File: src/logic/dss_pkg.sv
// Package for the dual-slope conversion sequencer: timing counts, register map,
// phase enumeration and the packed carriers shared by the design and its bench.
// Assumes a single 25 MHz clock and an APB master with 32-bit data.
// Function
// - Phases: auto-zero, integrate, deintegrate, zero-integrator, repeat.
// - Auto-zero grounds inputs and charges reference capacitor.
// - Integrate inputs fixed count, then record sign.
// - Deintegrate with signed reference, count to crossing.
// - Zero-integrator lasts 200 clocks, 6200 after over-range.
// - Gate high: new cycle every 40002 clocks.
// - Gate low: finish cycle, then hold reading.
// - Pulse over 300 ns restarts; early pulse ignored.
// - First strobe 101 counts after cycle end.
// - Cycle end: MOST_SIGNIFICANT_DIGIT on lines, strobe mid-digit.
// - Strobe per digit, MOST_SIGNIFICANT_DIGIT down to LEAST_SIGNIFICANT_DIGIT.
// - Keep scanning without strobes, except after over-range.
// - Busy spans integrate until first clock after crossing.
// - First MOST_SIGNIFICANT_DIGIT select in auto-zero, deintegrate one longer.
// - Busy fall to strobe varies with input.
// - Digit selects 200 clocks each; blank on over-range.
// - Sign output updates at each deintegrate start.
// - Over-range flag: busy fall until next deintegrate.
// - Under-range flag when result at most 1800.

`default_nettype none

package dss_pkg;

    // Clock rate and the least width of a restart pulse on the gate pin.
    localparam int CLK_MHZ       = 25;
    localparam int TRIG_MIN_NS   = 300;
    localparam logic [3:0] TRIG_MIN_CLKS = 4'((TRIG_MIN_NS * CLK_MHZ + 999) / 1000);

    // Conversion timing in clocks; the long ones are also top-level parameters.
    localparam logic [15:0] CYC_CLKS     = 16'h9C42;   // 40002 clocks per cycle.
    localparam logic [15:0] SI_CLKS      = 16'h2710;   // 10000 integrate clocks.
    localparam logic [15:0] DI_CLKS      = 16'h4E21;   // 20001 deintegrate clocks.
    localparam logic [15:0] ZI_CLKS      = 16'h00C8;   // 200 zero-integrator clocks.
    localparam logic [15:0] ZI_OVR_CLKS  = 16'h1838;   // 6200 after over-range.

    // Display scan: 200 clocks per digit, strobe after 100 counts of a digit, 101 in a long first digit.
    localparam logic [7:0]  DIG_LAST     = 8'hC7;
    localparam logic [7:0]  DIG_LAST_LNG = 8'hC8;
    localparam logic [7:0]  STB_AT       = 8'h64;
    localparam logic [7:0]  STB_AT_LNG   = 8'h65;
    localparam logic [2:0]  MSD_IDX      = 3'h4;
    localparam logic [2:0]  LSD_IDX      = 3'h0;

    // Result limits, packed BCD: full scale 20000, under-range at or below 1800.
    localparam logic [19:0] FULL_BCD     = 20'h2_0000;
    localparam logic [19:0] UNDER_BCD    = 20'h0_1800;

    // Register map, byte addresses, and field positions.
    localparam logic [11:0] CTRL_ADDR    = 12'h000;
    localparam logic [11:0] STAT_ADDR    = 12'h004;
    localparam logic [11:0] RSLT_ADDR    = 12'h008;
    localparam int CTRL_HOLD_BIT = 0;
    localparam int CTRL_TRIG_BIT = 1;
    localparam int RSLT_SIGN_BIT = 20;

    typedef enum logic [1:0] {
        PH_AUTOZERO,
        PH_INTEGRATE,
        PH_DEINT,
        PH_ZEROINT
    } dss_phase_t;

    // Analog switch controls towards the front end.
    typedef struct packed {
        logic azOn;
        logic inOn;
        logic refOn;
        logic refNeg;
        logic ziOn;
    } dss_sw_t;

    // Display and handshake outputs towards latches or a processor.
    typedef struct packed {
        logic [4:0] digitSelectLines;
        logic [3:0] bcdValueLines;
        logic       strobeN;
        logic       busy;
        logic       polarity;
        logic       overRange;
        logic       underRange;
    } dss_out_t;

endpackage

`default_nettype wire

File: src/logic/dss_sequencer.sv
// Dual-slope conversion sequencer with display scan and an APB register slave.
// Assumes the gate and comparator pins are asynchronous to mclk, and that the
// comparator reads high while the integrator shows a positive input.
// Counts are mclk edges with ce high; ce low freezes
// conversion, scan and register bus together.
// Limitation: strobe is low one mclk, not half a
// clock, as all logic runs on the rising edge.
// Over-range needs the full deintegrate length;
// a shortened one never reaches 20000.

`default_nettype none

module dss_sequencer #(
    parameter logic [15:0] CYC_CLKS    = dss_pkg::CYC_CLKS,
    parameter logic [15:0] SI_CLKS     = dss_pkg::SI_CLKS,
    parameter logic [15:0] DI_CLKS     = dss_pkg::DI_CLKS,
    parameter logic [15:0] ZI_OVR_CLKS = dss_pkg::ZI_OVR_CLKS
) (
    input  wire logic            mclk,
    input  wire logic            rst,
    input  wire logic            ce,
    input  wire logic            runHoldPin,
    input  wire logic            cmpPin,
    input  wire logic            psel,
    input  wire logic            penable,
    input  wire logic            pwrite,
    input  wire logic [11:0]     paddr,
    input  wire logic [31:0]     pwdata,
    output logic [31:0]          prdata,
    output logic                 pready,
    output logic                 pslverr,
    output dss_pkg::dss_sw_t     swCtl,
    output dss_pkg::dss_out_t    dout
);

    // Whole state of the block; one process builds the next copy.
    typedef struct packed {
        // Phase and count from integrate start.
        dss_pkg::dss_phase_t phase;
        logic [15:0] cyc;
        logic        busy;
        logic        pol;
        logic        ovr;
        logic        first;

        // Deintegrate count and display word.
        logic [19:0] cnt;
        logic [19:0] disp;
        logic        dispSign;

        // Flags driven to the pins.
        logic        overRange;
        logic        underRange;
        logic        polarity;

        // Scan position and strobe control.
        logic [2:0]  dig;
        logic [7:0]  digCnt;
        logic        longDig;
        logic        strobeSeq;
        logic        blank;
        logic        strobeN;
        logic [4:0]  digSel;
        logic [3:0]  bcd;

        // Restart request and hold control.
        logic        trigPend;
        logic [3:0]  trigCnt;
        logic        holding;
        logic        ctrlHold;

        // Two-stage pin synchronisers.
        logic        runS1;
        logic        runS2;
        logic        cmpS1;
        logic        cmpS2;

        // APB read data and error.
        logic [31:0] rdata;
        logic        slvErr;
    } dss_state_t;

    // Current state and the copy built each clock.
    // Both are one packed struct of one type.
    dss_state_t s_r;
    dss_state_t s_nxt;

    // Pure functions of the state register.
    logic [19:0] cntInc;
    logic [5:0]  carry;
    logic [15:0] endSi;
    logic [15:0] endDi;
    logic [15:0] endZi;
    logic [15:0] endCyc;

    // Phase boundaries as cycle counts from the start of integrate.
    assign endSi  = SI_CLKS - 16'h0001;
    assign endDi  = SI_CLKS + DI_CLKS - 16'h0001;
    // The long discharge follows an over-range.
    assign endZi  = endDi + (s_r.ovr ? ZI_OVR_CLKS : dss_pkg::ZI_CLKS);
    assign endCyc = CYC_CLKS - 16'h0001;

    // Decimal ripple increment of the deintegrate counter, one stage per digit.
    // A nine rolls to zero and passes the carry,
    // so 19999 plus one gives full scale.
    assign carry[0] = 1'b1;
    for (genvar i = 0; i < 5; i++) begin : g_bcd
        logic nine;
        assign nine = (s_r.cnt[4*i +: 4] == 4'h9);
        assign cntInc[4*i +: 4] = !carry[i] ? s_r.cnt[4*i +: 4] :
                                  nine ? 4'h0 : s_r.cnt[4*i +: 4] + 4'h1;
        assign carry[i+1] = carry[i] && nine;
    end

    // Sequencer, scanner, pin filters and register slave in one next-state pass.
    // Later assignments to a field win, so
    // restarts and trigger sets come last.
    always_comb begin
        logic runHigh;
        logic crossing;
        logic restartScan;
        logic apbWr;

        // Locals get a value first on every pass.
        runHigh     = 1'b0;
        crossing    = 1'b0;
        restartScan = 1'b0;
        apbWr       = 1'b0;
        s_nxt       = s_r;

        // Two-flop synchronisers for the asynchronous pins.
        // Only the second stage is read.
        s_nxt.runS1 = runHoldPin;
        s_nxt.runS2 = s_r.runS1;
        s_nxt.cmpS1 = cmpPin;
        s_nxt.cmpS2 = s_r.cmpS1;
        runHigh     = s_r.runS2 && !s_r.ctrlHold;

        // Pulse-width filter: a restart pulse must stay high for the least width.
        // The count saturates while the pin stays high.
        if (!s_r.runS2) begin
            s_nxt.trigCnt = 4'h0;
        end else if (s_r.trigCnt != dss_pkg::TRIG_MIN_CLKS) begin
            s_nxt.trigCnt = s_r.trigCnt + 4'h1;
        end

        // Display scan: each digit 200 clocks, a long first digit 201, MOST_SIGNIFICANT_DIGIT down to LEAST_SIGNIFICANT_DIGIT, then wrap.
        // It never stops; blanking hides it.
        if (s_r.digCnt == (s_r.longDig ? dss_pkg::DIG_LAST_LNG : dss_pkg::DIG_LAST)) begin
            s_nxt.digCnt  = 8'h00;
            s_nxt.longDig = 1'b0;
            if (s_r.dig == dss_pkg::LSD_IDX) begin
                s_nxt.dig = dss_pkg::MSD_IDX;
                if (s_r.strobeSeq) begin
                    s_nxt.strobeSeq = 1'b0;
                    s_nxt.blank     = s_r.ovr;
                end
            end else begin
                s_nxt.dig = s_r.dig - 3'h1;
            end
        end else begin
            s_nxt.digCnt = s_r.digCnt + 8'h01;
        end

        // Phase sequencing against the cycle counter.
        case (s_r.phase)
            // Wait out the cycle, then run or park.
            dss_pkg::PH_AUTOZERO: begin
                if (s_r.cyc >= endCyc) begin
                    if (runHigh || s_r.trigPend) begin
                        s_nxt.phase      = dss_pkg::PH_INTEGRATE;
                        s_nxt.cyc        = 16'h0000;
                        s_nxt.busy       = 1'b1;
                        s_nxt.underRange = 1'b0;
                        s_nxt.trigPend   = 1'b0;
                        s_nxt.holding    = 1'b0;
                    end else begin
                        // Parked: the reading stays up.
                        s_nxt.holding = 1'b1;
                    end
                end else begin
                    s_nxt.cyc = s_r.cyc + 16'h0001;
                end
            end

            // Fixed length; sign taken at its end.
            dss_pkg::PH_INTEGRATE: begin
                s_nxt.cyc = s_r.cyc + 16'h0001;
                if (s_r.cyc == endSi) begin
                    s_nxt.phase     = dss_pkg::PH_DEINT;
                    s_nxt.pol       = s_r.cmpS2;
                    s_nxt.polarity  = s_r.cmpS2;
                    s_nxt.overRange = 1'b0;
                    s_nxt.cnt       = 20'h0_0000;
                    s_nxt.first     = 1'b1;
                    s_nxt.ovr       = 1'b0;
                    s_nxt.blank     = 1'b0;
                    restartScan     = !s_r.strobeSeq;
                end
            end

            // BCD count until the comparator flips.
            dss_pkg::PH_DEINT: begin
                s_nxt.cyc   = s_r.cyc + 16'h0001;
                s_nxt.first = 1'b0;
                // The synchroniser makes the crossing
                // show two counts late.
                crossing    = s_r.cmpS2 != s_r.pol;
                // The first clock is not counted; it pays for the detection delay.
                if (s_r.busy && !s_r.first && !s_r.ovr) begin
                    s_nxt.cnt = cntInc;
                    if (crossing) begin
                        s_nxt.busy       = 1'b0;
                        s_nxt.underRange = cntInc <= dss_pkg::UNDER_BCD;
                    end else if (cntInc == dss_pkg::FULL_BCD) begin
                        s_nxt.ovr = 1'b1;
                    end
                end
                // Fixed-length deintegrate, so busy-to-strobe varies with input.
                // Busy fell earlier, at a varying point.
                if (s_r.cyc == endDi) begin
                    s_nxt.phase     = dss_pkg::PH_ZEROINT;
                    s_nxt.disp      = s_nxt.cnt;
                    s_nxt.dispSign  = s_r.pol;
                    s_nxt.strobeSeq = 1'b1;
                    restartScan     = 1'b1;
                    if (s_nxt.ovr) begin
                        s_nxt.busy      = 1'b0;
                        s_nxt.overRange = 1'b1;
                    end
                end
            end

            // Discharge, longer after over-range.
            dss_pkg::PH_ZEROINT: begin
                s_nxt.cyc = s_r.cyc + 16'h0001;
                if (s_r.cyc == endZi) begin
                    s_nxt.phase = dss_pkg::PH_AUTOZERO;
                    restartScan = !s_r.strobeSeq;
                end
            end
            default: begin
                s_nxt.phase = dss_pkg::PH_AUTOZERO;
            end
        endcase

        // A restart puts the MOST_SIGNIFICANT_DIGIT up for one extra count.
        // This keeps the first strobe 101 counts
        // after the end of the cycle.
        if (restartScan) begin
            s_nxt.dig     = dss_pkg::MSD_IDX;
            s_nxt.digCnt  = 8'h00;
            s_nxt.longDig = 1'b1;
        end

        // Restart requests count only once the cycle has completed.
        // A pulse counts only where the filter fills,
        // so a long high cannot re-arm a used request.
        if (s_r.holding && s_r.runS2 &&
            s_r.trigCnt == dss_pkg::TRIG_MIN_CLKS - 4'h1) begin
            s_nxt.trigPend = 1'b1;
        end

        // APB: read data is prepared in the setup cycle, writes act in access.
        // Unmapped reads give zero and an error.
        apbWr = psel && penable && pwrite;
        if (psel && !penable) begin
            s_nxt.slvErr = 1'b0;
            case (paddr)
                dss_pkg::CTRL_ADDR: s_nxt.rdata = {31'h0000_0000, s_r.ctrlHold};
                dss_pkg::STAT_ADDR: s_nxt.rdata = {24'h00_0000, s_r.holding,
                                        s_r.phase, s_r.underRange, s_r.overRange,
                                        s_r.polarity, s_r.busy, s_r.trigPend};
                dss_pkg::RSLT_ADDR: s_nxt.rdata = {11'h000, s_r.dispSign, s_r.disp};
                default: begin
                    s_nxt.rdata  = 32'h0000_0000;
                    s_nxt.slvErr = 1'b1;
                end
            endcase
        end
        if (apbWr && paddr == dss_pkg::CTRL_ADDR) begin
            s_nxt.ctrlHold = pwdata[dss_pkg::CTRL_HOLD_BIT];
            // Set after any clear above, so a trigger in the consume cycle survives.
            if (pwdata[dss_pkg::CTRL_TRIG_BIT] && s_r.holding) begin
                s_nxt.trigPend = 1'b1;
            end
        end

        // Registered display outputs: one select, BCD switching on the same edge.
        // Next-state copies keep select, BCD
        // and strobe moving on one edge.
        s_nxt.digSel  = s_nxt.blank ? 5'h00 : 5'(5'h01 << s_nxt.dig);
        s_nxt.bcd     = s_nxt.disp[{s_nxt.dig, 2'b00} +: 4];
        s_nxt.strobeN = !(s_nxt.strobeSeq && s_nxt.digCnt ==
                          (s_nxt.longDig ? dss_pkg::STB_AT_LNG : dss_pkg::STB_AT));
    end

    // State register; the clock enable freezes everything including the bus.
    // Reset parks in auto-zero, MOST_SIGNIFICANT_DIGIT selected,
    // strobe idle high and the reading held.
    // Reset ignores ce so it always takes.
    always_ff @(posedge mclk) begin
        if (rst) begin
            s_r         <= '0;
            s_r.dig     <= dss_pkg::MSD_IDX;
            s_r.strobeN <= 1'b1;
            s_r.holding <= 1'b1;
        end else if (ce) begin
            s_r <= s_nxt;
        end
    end

    // Analog switches follow the phase directly.
    // One phase switch is on at any time;
    // break-before-make is left to the drivers.
    always_comb begin
        swCtl.azOn   = s_r.phase == dss_pkg::PH_AUTOZERO;
        swCtl.inOn   = s_r.phase == dss_pkg::PH_INTEGRATE;
        swCtl.refOn  = s_r.phase == dss_pkg::PH_DEINT;
        swCtl.refNeg = swCtl.refOn && s_r.pol;
        swCtl.ziOn   = s_r.phase == dss_pkg::PH_ZEROINT;
    end

    // Outputs to latches and the processor side.
    // Every pin comes from a flip-flop, so the
    // latches never see decode glitches.
    always_comb begin
        dout.digitSelectLines = s_r.digSel;
        dout.bcdValueLines    = s_r.bcd;
        dout.strobeN          = s_r.strobeN;
        dout.busy             = s_r.busy;
        dout.polarity         = s_r.polarity;
        dout.overRange        = s_r.overRange;
        dout.underRange       = s_r.underRange;
    end

    // Zero wait states: pready follows ce, so a
    // frozen block stretches the access phase.
    assign prdata  = s_r.rdata;
    assign pslverr = s_r.slvErr && psel && penable;
    assign pready  = ce;

endmodule

`default_nettype wire

File: config.mk
export PLATFORM = sky130hd
export DESIGN_NAME = dss_sequencer
export DESIGN_NICKNAME = d
export VERILOG_FILES = /design/src/logic/dss_pkg.sv /design/src/logic/dss_sequencer.sv
export SDC_FILE = /design/constraint.sdc
export NUM_CORES = 1
export LEC_CHECK = 0
export ABC_AREA = 0
export CORE_MARGIN = 5
export CORE_UTILIZATION = 30
export CTS_CLUSTER_DIAMETER = 100
export DETAILED_ROUTE_END_ITERATION = 16
export DONT_BUFFER_PORTS = 1
export GPL_TIMING_DRIVEN = 0
export MAX_ROUTING_LAYER = met4
export PLACE_DENSITY = 0.54
export SETUP_SLACK_MARGIN = 0.2
export SYNTH_ARGS = -nofsm -noshare
export SYNTH_HDL_FRONTEND = slang
export SYNTH_SLANG_ARGS = --single-unit
File: constraint.sdc
create_clock -name mclk -period 5.69 [get_ports mclk]
set_clock_uncertainty 0.2 [all_clocks]
set_input_delay 0.569 -clock mclk [delete_from_list [all_inputs] [get_ports mclk]]
set_output_delay 0.569 -clock mclk [all_outputs]
set_load 0.03 [all_outputs]
Word level (Yosys, flattened, before mapping)
Index checks and enable logic that the tools add are counted.

Register bits: 133. Input bits: 52. Output and inout bits: 53. Word-level logic and storage cells: 183.

Add/sub/neg operators: 10. $lt $le $gt $ge: 2. Eq/ne operators: 29. Shifts and indexed selects: 2. Mux-type cells: 69. Reduce and logical (&&, ||, !) cells: 42.

Operator list (number): $pmux W18 S4 (1); $pmux W21 S3 (1); $mux W4 (12); $mux W22 (2); $pmux W22 S2 (1); $mux W1 (32); $add A4 B1 Y4 const B (6); $mux W21 (1); $eq A20 B18 Y1 const B (1); $eq A4 B4 Y1 const B (5); $le A20 B13 Y1 const B (1); $mux W20 (1); $shiftx A20 B6 Y4 (1); $mux W19 (1); $ne A2 B1 Y1 const B (9); $logic_and A1 B1 Y1 (17); $add A15 B13 Y16 const A (1); $add A16 B1 Y16 const B (1); $eq A16 B14 Y1 const B (1); $eq A16 B15 Y1 const B (1); $eq A16 B16 Y1 (1); $ge A16 B16 Y1 const B (1); $mux W16 (1); $mux W13 (1); other kinds (32) (54).

Longest topological paths before layout
Depth after elaboration: 14. Mapped depth: 11. Depth with buffers taken out: 10.

Worst setup path before layout
OpenSTA, ideal clock, no wires.

Path kind: register to register. Start point: reg s_r[132] (netlist bit). End point: reg s_r (netlist bit dout[6]). Library setup time: 127 ps. Data arrival time: 2514 ps. Path slack: 2849 ps. Stages on the path, launching flop included: 11. Period minus slack after synthesis: 2841 ps. Path through: dfxtp_1 inv_1 ha_1 inv_1 or4_1 buf_2 buf_1 mux2i_1 o32ai_1 o31ai_1 o21ai_1.

RTL lines: from (decl) (RTL line dss_sequencer.sv:85) `dss_state_t s_r;`; from (signal assigned) (RTL line dss_sequencer.sv:309) `s_r <= s_nxt;`.

==> flow_metrics.env <==
export IMPL_cts_htree_levels=4
export IMPL_fin_crit_sh_pct=64.98
export IMPL_async_flop_share_pct=0
export IMPL_dr_pass1_iters=5
export IMPL_synthTopCellsByArea="dfxtp_1 34%, a21oi_1 6.2%, nor2_1 5.9%"
export IMPL_syn_to_final_growth_pct=14.80
export IMPL_avgSynthCellArea_um2=7.681
export IMPL_ant_nets=0
export IMPL_ys_ff_latch=122
export IMPL_post_cts_hold_buffer_count=0
export IMPL_start_kind="flop"
export IMPL_max_cap_viol_count=0
export IMPL_end_kind="flop"
export IMPL_ys_seq_area_share_pct=33.75
export IMPL_crit_path_max_fanout=10
export IMPL_vdd_ir_drop_max_uv=220.2
export IMPL_startpoint="s_r[132]"
export IMPL_cp_depth=10
export IMPL_met2_usage_pct=25.80
export IMPL_synth_ff_type="dfxtp_1"
export IMPL_clk_pin_slew_ns=0.06
export IMPL_grt_pass1_vias=6278
export IMPL_vias=6835
export IMPL_cts_repair_resized=0
export IMPL_dp_final_hpwl_mm=16.74
export IMPL_r2r_start="s_r[132]"
export IMPL_synth_area_mm2=0.007236
export IMPL_slowest_stage="nor4_1"
export IMPL_busiest_layer="met2"
export IMPL_reg2reg_slack_ns=1.99
export IMPL_hold_viol=0
export IMPL_holdWs_ns=0.09761
export IMPL_critPathBufInv=5
export IMPL_netlist_instances=942
export IMPL_clk_latency_ns=0.43
export IMPL_ys_types=79
export IMPL_viasPerCell=5.242
export IMPL_drt_iter0_drc=510
export IMPL_cts_root_buffer="clkbuf_16"
export IMPL_grt_use_met3_pct=3.649
export IMPL_tightest_slew_ns=0.9914
export IMPL_grt_pass1_wl_mm=35.30
export IMPL_place_congestion=0.9215
export IMPL_drt_total_wl_mm=22.59
export IMPL_critPathCapture="s_r[77]"
export IMPL_antenna_found_initial=0
export IMPL_final_nets=1038
export IMPL_maxSlewViolCount=0
export IMPL_dieArea_mm2=0.02732
export IMPL_rsz0062_at_grt="false"
export IMPL_num_antenna_cells=0
export IMPL_drive_above_1_share_pct=12.39
export IMPL_grt_use_met1_pct=22.73
export IMPL_drc=0
export IMPL_period_minus_slack_ns=3.697
export IMPL_start_util_pct=30.64
export IMPL_synth_top_cell_by_area="dfxtp_1"
export IMPL_die_x_um=165.3
export IMPL_p_per_area_mw_per_mm2=255.6
export IMPL_rows=56
export IMPL_cts_path_max_buffers=2
export IMPL_max_slew_margin_rel_pct=33.76
export IMPL_critPathArrivalTime_ns=3.85
export IMPL_ioPinCount=105
export IMPL_core_mm2=0.02361
export IMPL_timing_rr_end="s_r[77]"
export IMPL_numCtsBuffers=17
export IMPL_port_buffers=0
export IMPL_clock_fmax_mhz=270.5
export IMPL_yosysMostFrequentCell="dfxtp_1"
export IMPL_cpLargestDelayFamily="buffers and inverters"
export IMPL_finalSetupViolations=0
export IMPL_worstSetupPathType="flop to flop"
export IMPL_clock_sinks=122
export IMPL_slowest_delay_ns=0.78
export IMPL_cts_setup_buffers=0
export IMPL_synth_edf_count=0
export IMPL_synth_common_cells="122 x dfxtp_1, 114 x nor2_1, 111 x nand2_1"
export IMPL_path_cells="inv_1 -> ha_1 -> inv_1 -> nor4_1 -> buf_2 -> and2_1 -> clkbuf_1 -> buf_2 -> nand2_1 -> a21oi_1"
export IMPL_worstHoldStart="cmpPin"
export IMPL_cts_tree="done"
export IMPL_p_leak_nw=2.991
export IMPL_synth_top_cell_area_share_pct=33.75
export IMPL_status="complete, no violations"
export IMPL_gr_total_overflow=0
export IMPL_reg2regPathDepth=10
export IMPL_drt_wirelength_per_cell_um=17.32
export IMPL_grt_start_max_net_pins=17
export IMPL_grtUsageTotal_pct=17.08
export IMPL_power_mw=2.124
export IMPL_crit_required_ns=5.84
export IMPL_yosysWarnings=0
export IMPL_setup_tns_ns=0
export IMPL_die_h_um=165.3
export IMPL_hold_class="primary input to flop"
-- worst min path at each step --
| stage | end | slack, ns | cells after the start |
|---|---|---|---|
| global placement | prdata[17] | 0.24 | 2 |
| finish | s_nxt[33] | 0.1 | 2 |
| CTS | s_nxt[33] | 0.09 | 2 |
| detailed placement | prdata[10] | 0.25 | 2 |
| floorplan | dout[10] | 0.23 | 2 |
| global route | s_nxt[35] | 0.11 | 2 |
-- worst register-to-register path: cells and delay by family (launching register included) --
kind	cells	cell delay, ns
buffers and inverters	5	1.42
and+or+nand+nor	3	1.00
adders and majority gates	1	0.47
DFF	1	0.39
AOI/OAI and AO/OA	1	0.16
-- flip-flops by register name (all words and copies together), names as in the netlist --
signal / count
s_r: 85
prdata: 21
dout: 14
s_nxt: 2
-- cells by family after synthesis --
family,share of synthesized area (%)
compound gates,18.35
xor+xnor,2.905
fa+ha+maj,2.421
buf+inv,9.217
flops,33.75
mux,3.995
other cells,0.05183
simple gates,29.31
-- cell usage in the layout, fill, tap and decap left out, types with 11 or more instances in the layout --
cell type and count:
nor2_1 114, nand4_1 17, clkbuf_16 17, o21ai_0 35
inv_1 26, dfxtp_1 122, a21oi_1 89, buf_4 47
nor4_1 11, a22oi_1 21, nand3_1 42, clkbuf_1 42
mux2i_1 21, conb_1 11, nand2_1 111, nor3_1 29
and3_1 12, ha_1 14, xnor2_1 15
-- final cells by class --
type | count | area [um^2]
buffer | 101 | 565.5
clock buffer | 20 | 466.7
clock inverter | 12 | 162.7
fill | 2476 | 15310
inverter | 27 | 101.3
multi-input combinational | 702 | 4164
sequential | 122 | 2442
tap | 319 | 399.1
timing repair buffer | 1 | 5.005
-- through the flow --
stage | worst slack [ns] | utilization (%) | area [um^2] | cells
after floorplan | 2.849 | - | 7273 | 952
after global placement | 1.737 | 32.49 | 7672 | 1271
after detailed placement | 2.166 | 32.51 | 7677 | 1272
after CTS | 2.135 | 35.18 | 8307 | 1304
after global routing | 1.898 | 35.18 | 8307 | 1304
final | 1.993 | 35.18 | 8307 | 1304
-- routing by layer --
| layer | wire length, um | share of wire, % |
|---|---|---|
| met1 | 10350 | 46 |
| met2 | 9921 | 44 |
| met3 | 1862 | 8.2 |
| met4 | 457 | 2.0 |
| met5 | 0 | 0 |
-- power by group --
part,switching [mW],total [mW],internal (mW)
Combinational,0.0696,0.0978,0.0282
Clock,0.430,1.16,0.727
Sequential,0.00691,0.868,0.861
Total,0.506,2.12,1.62
(Power assumes the default switching activity.)
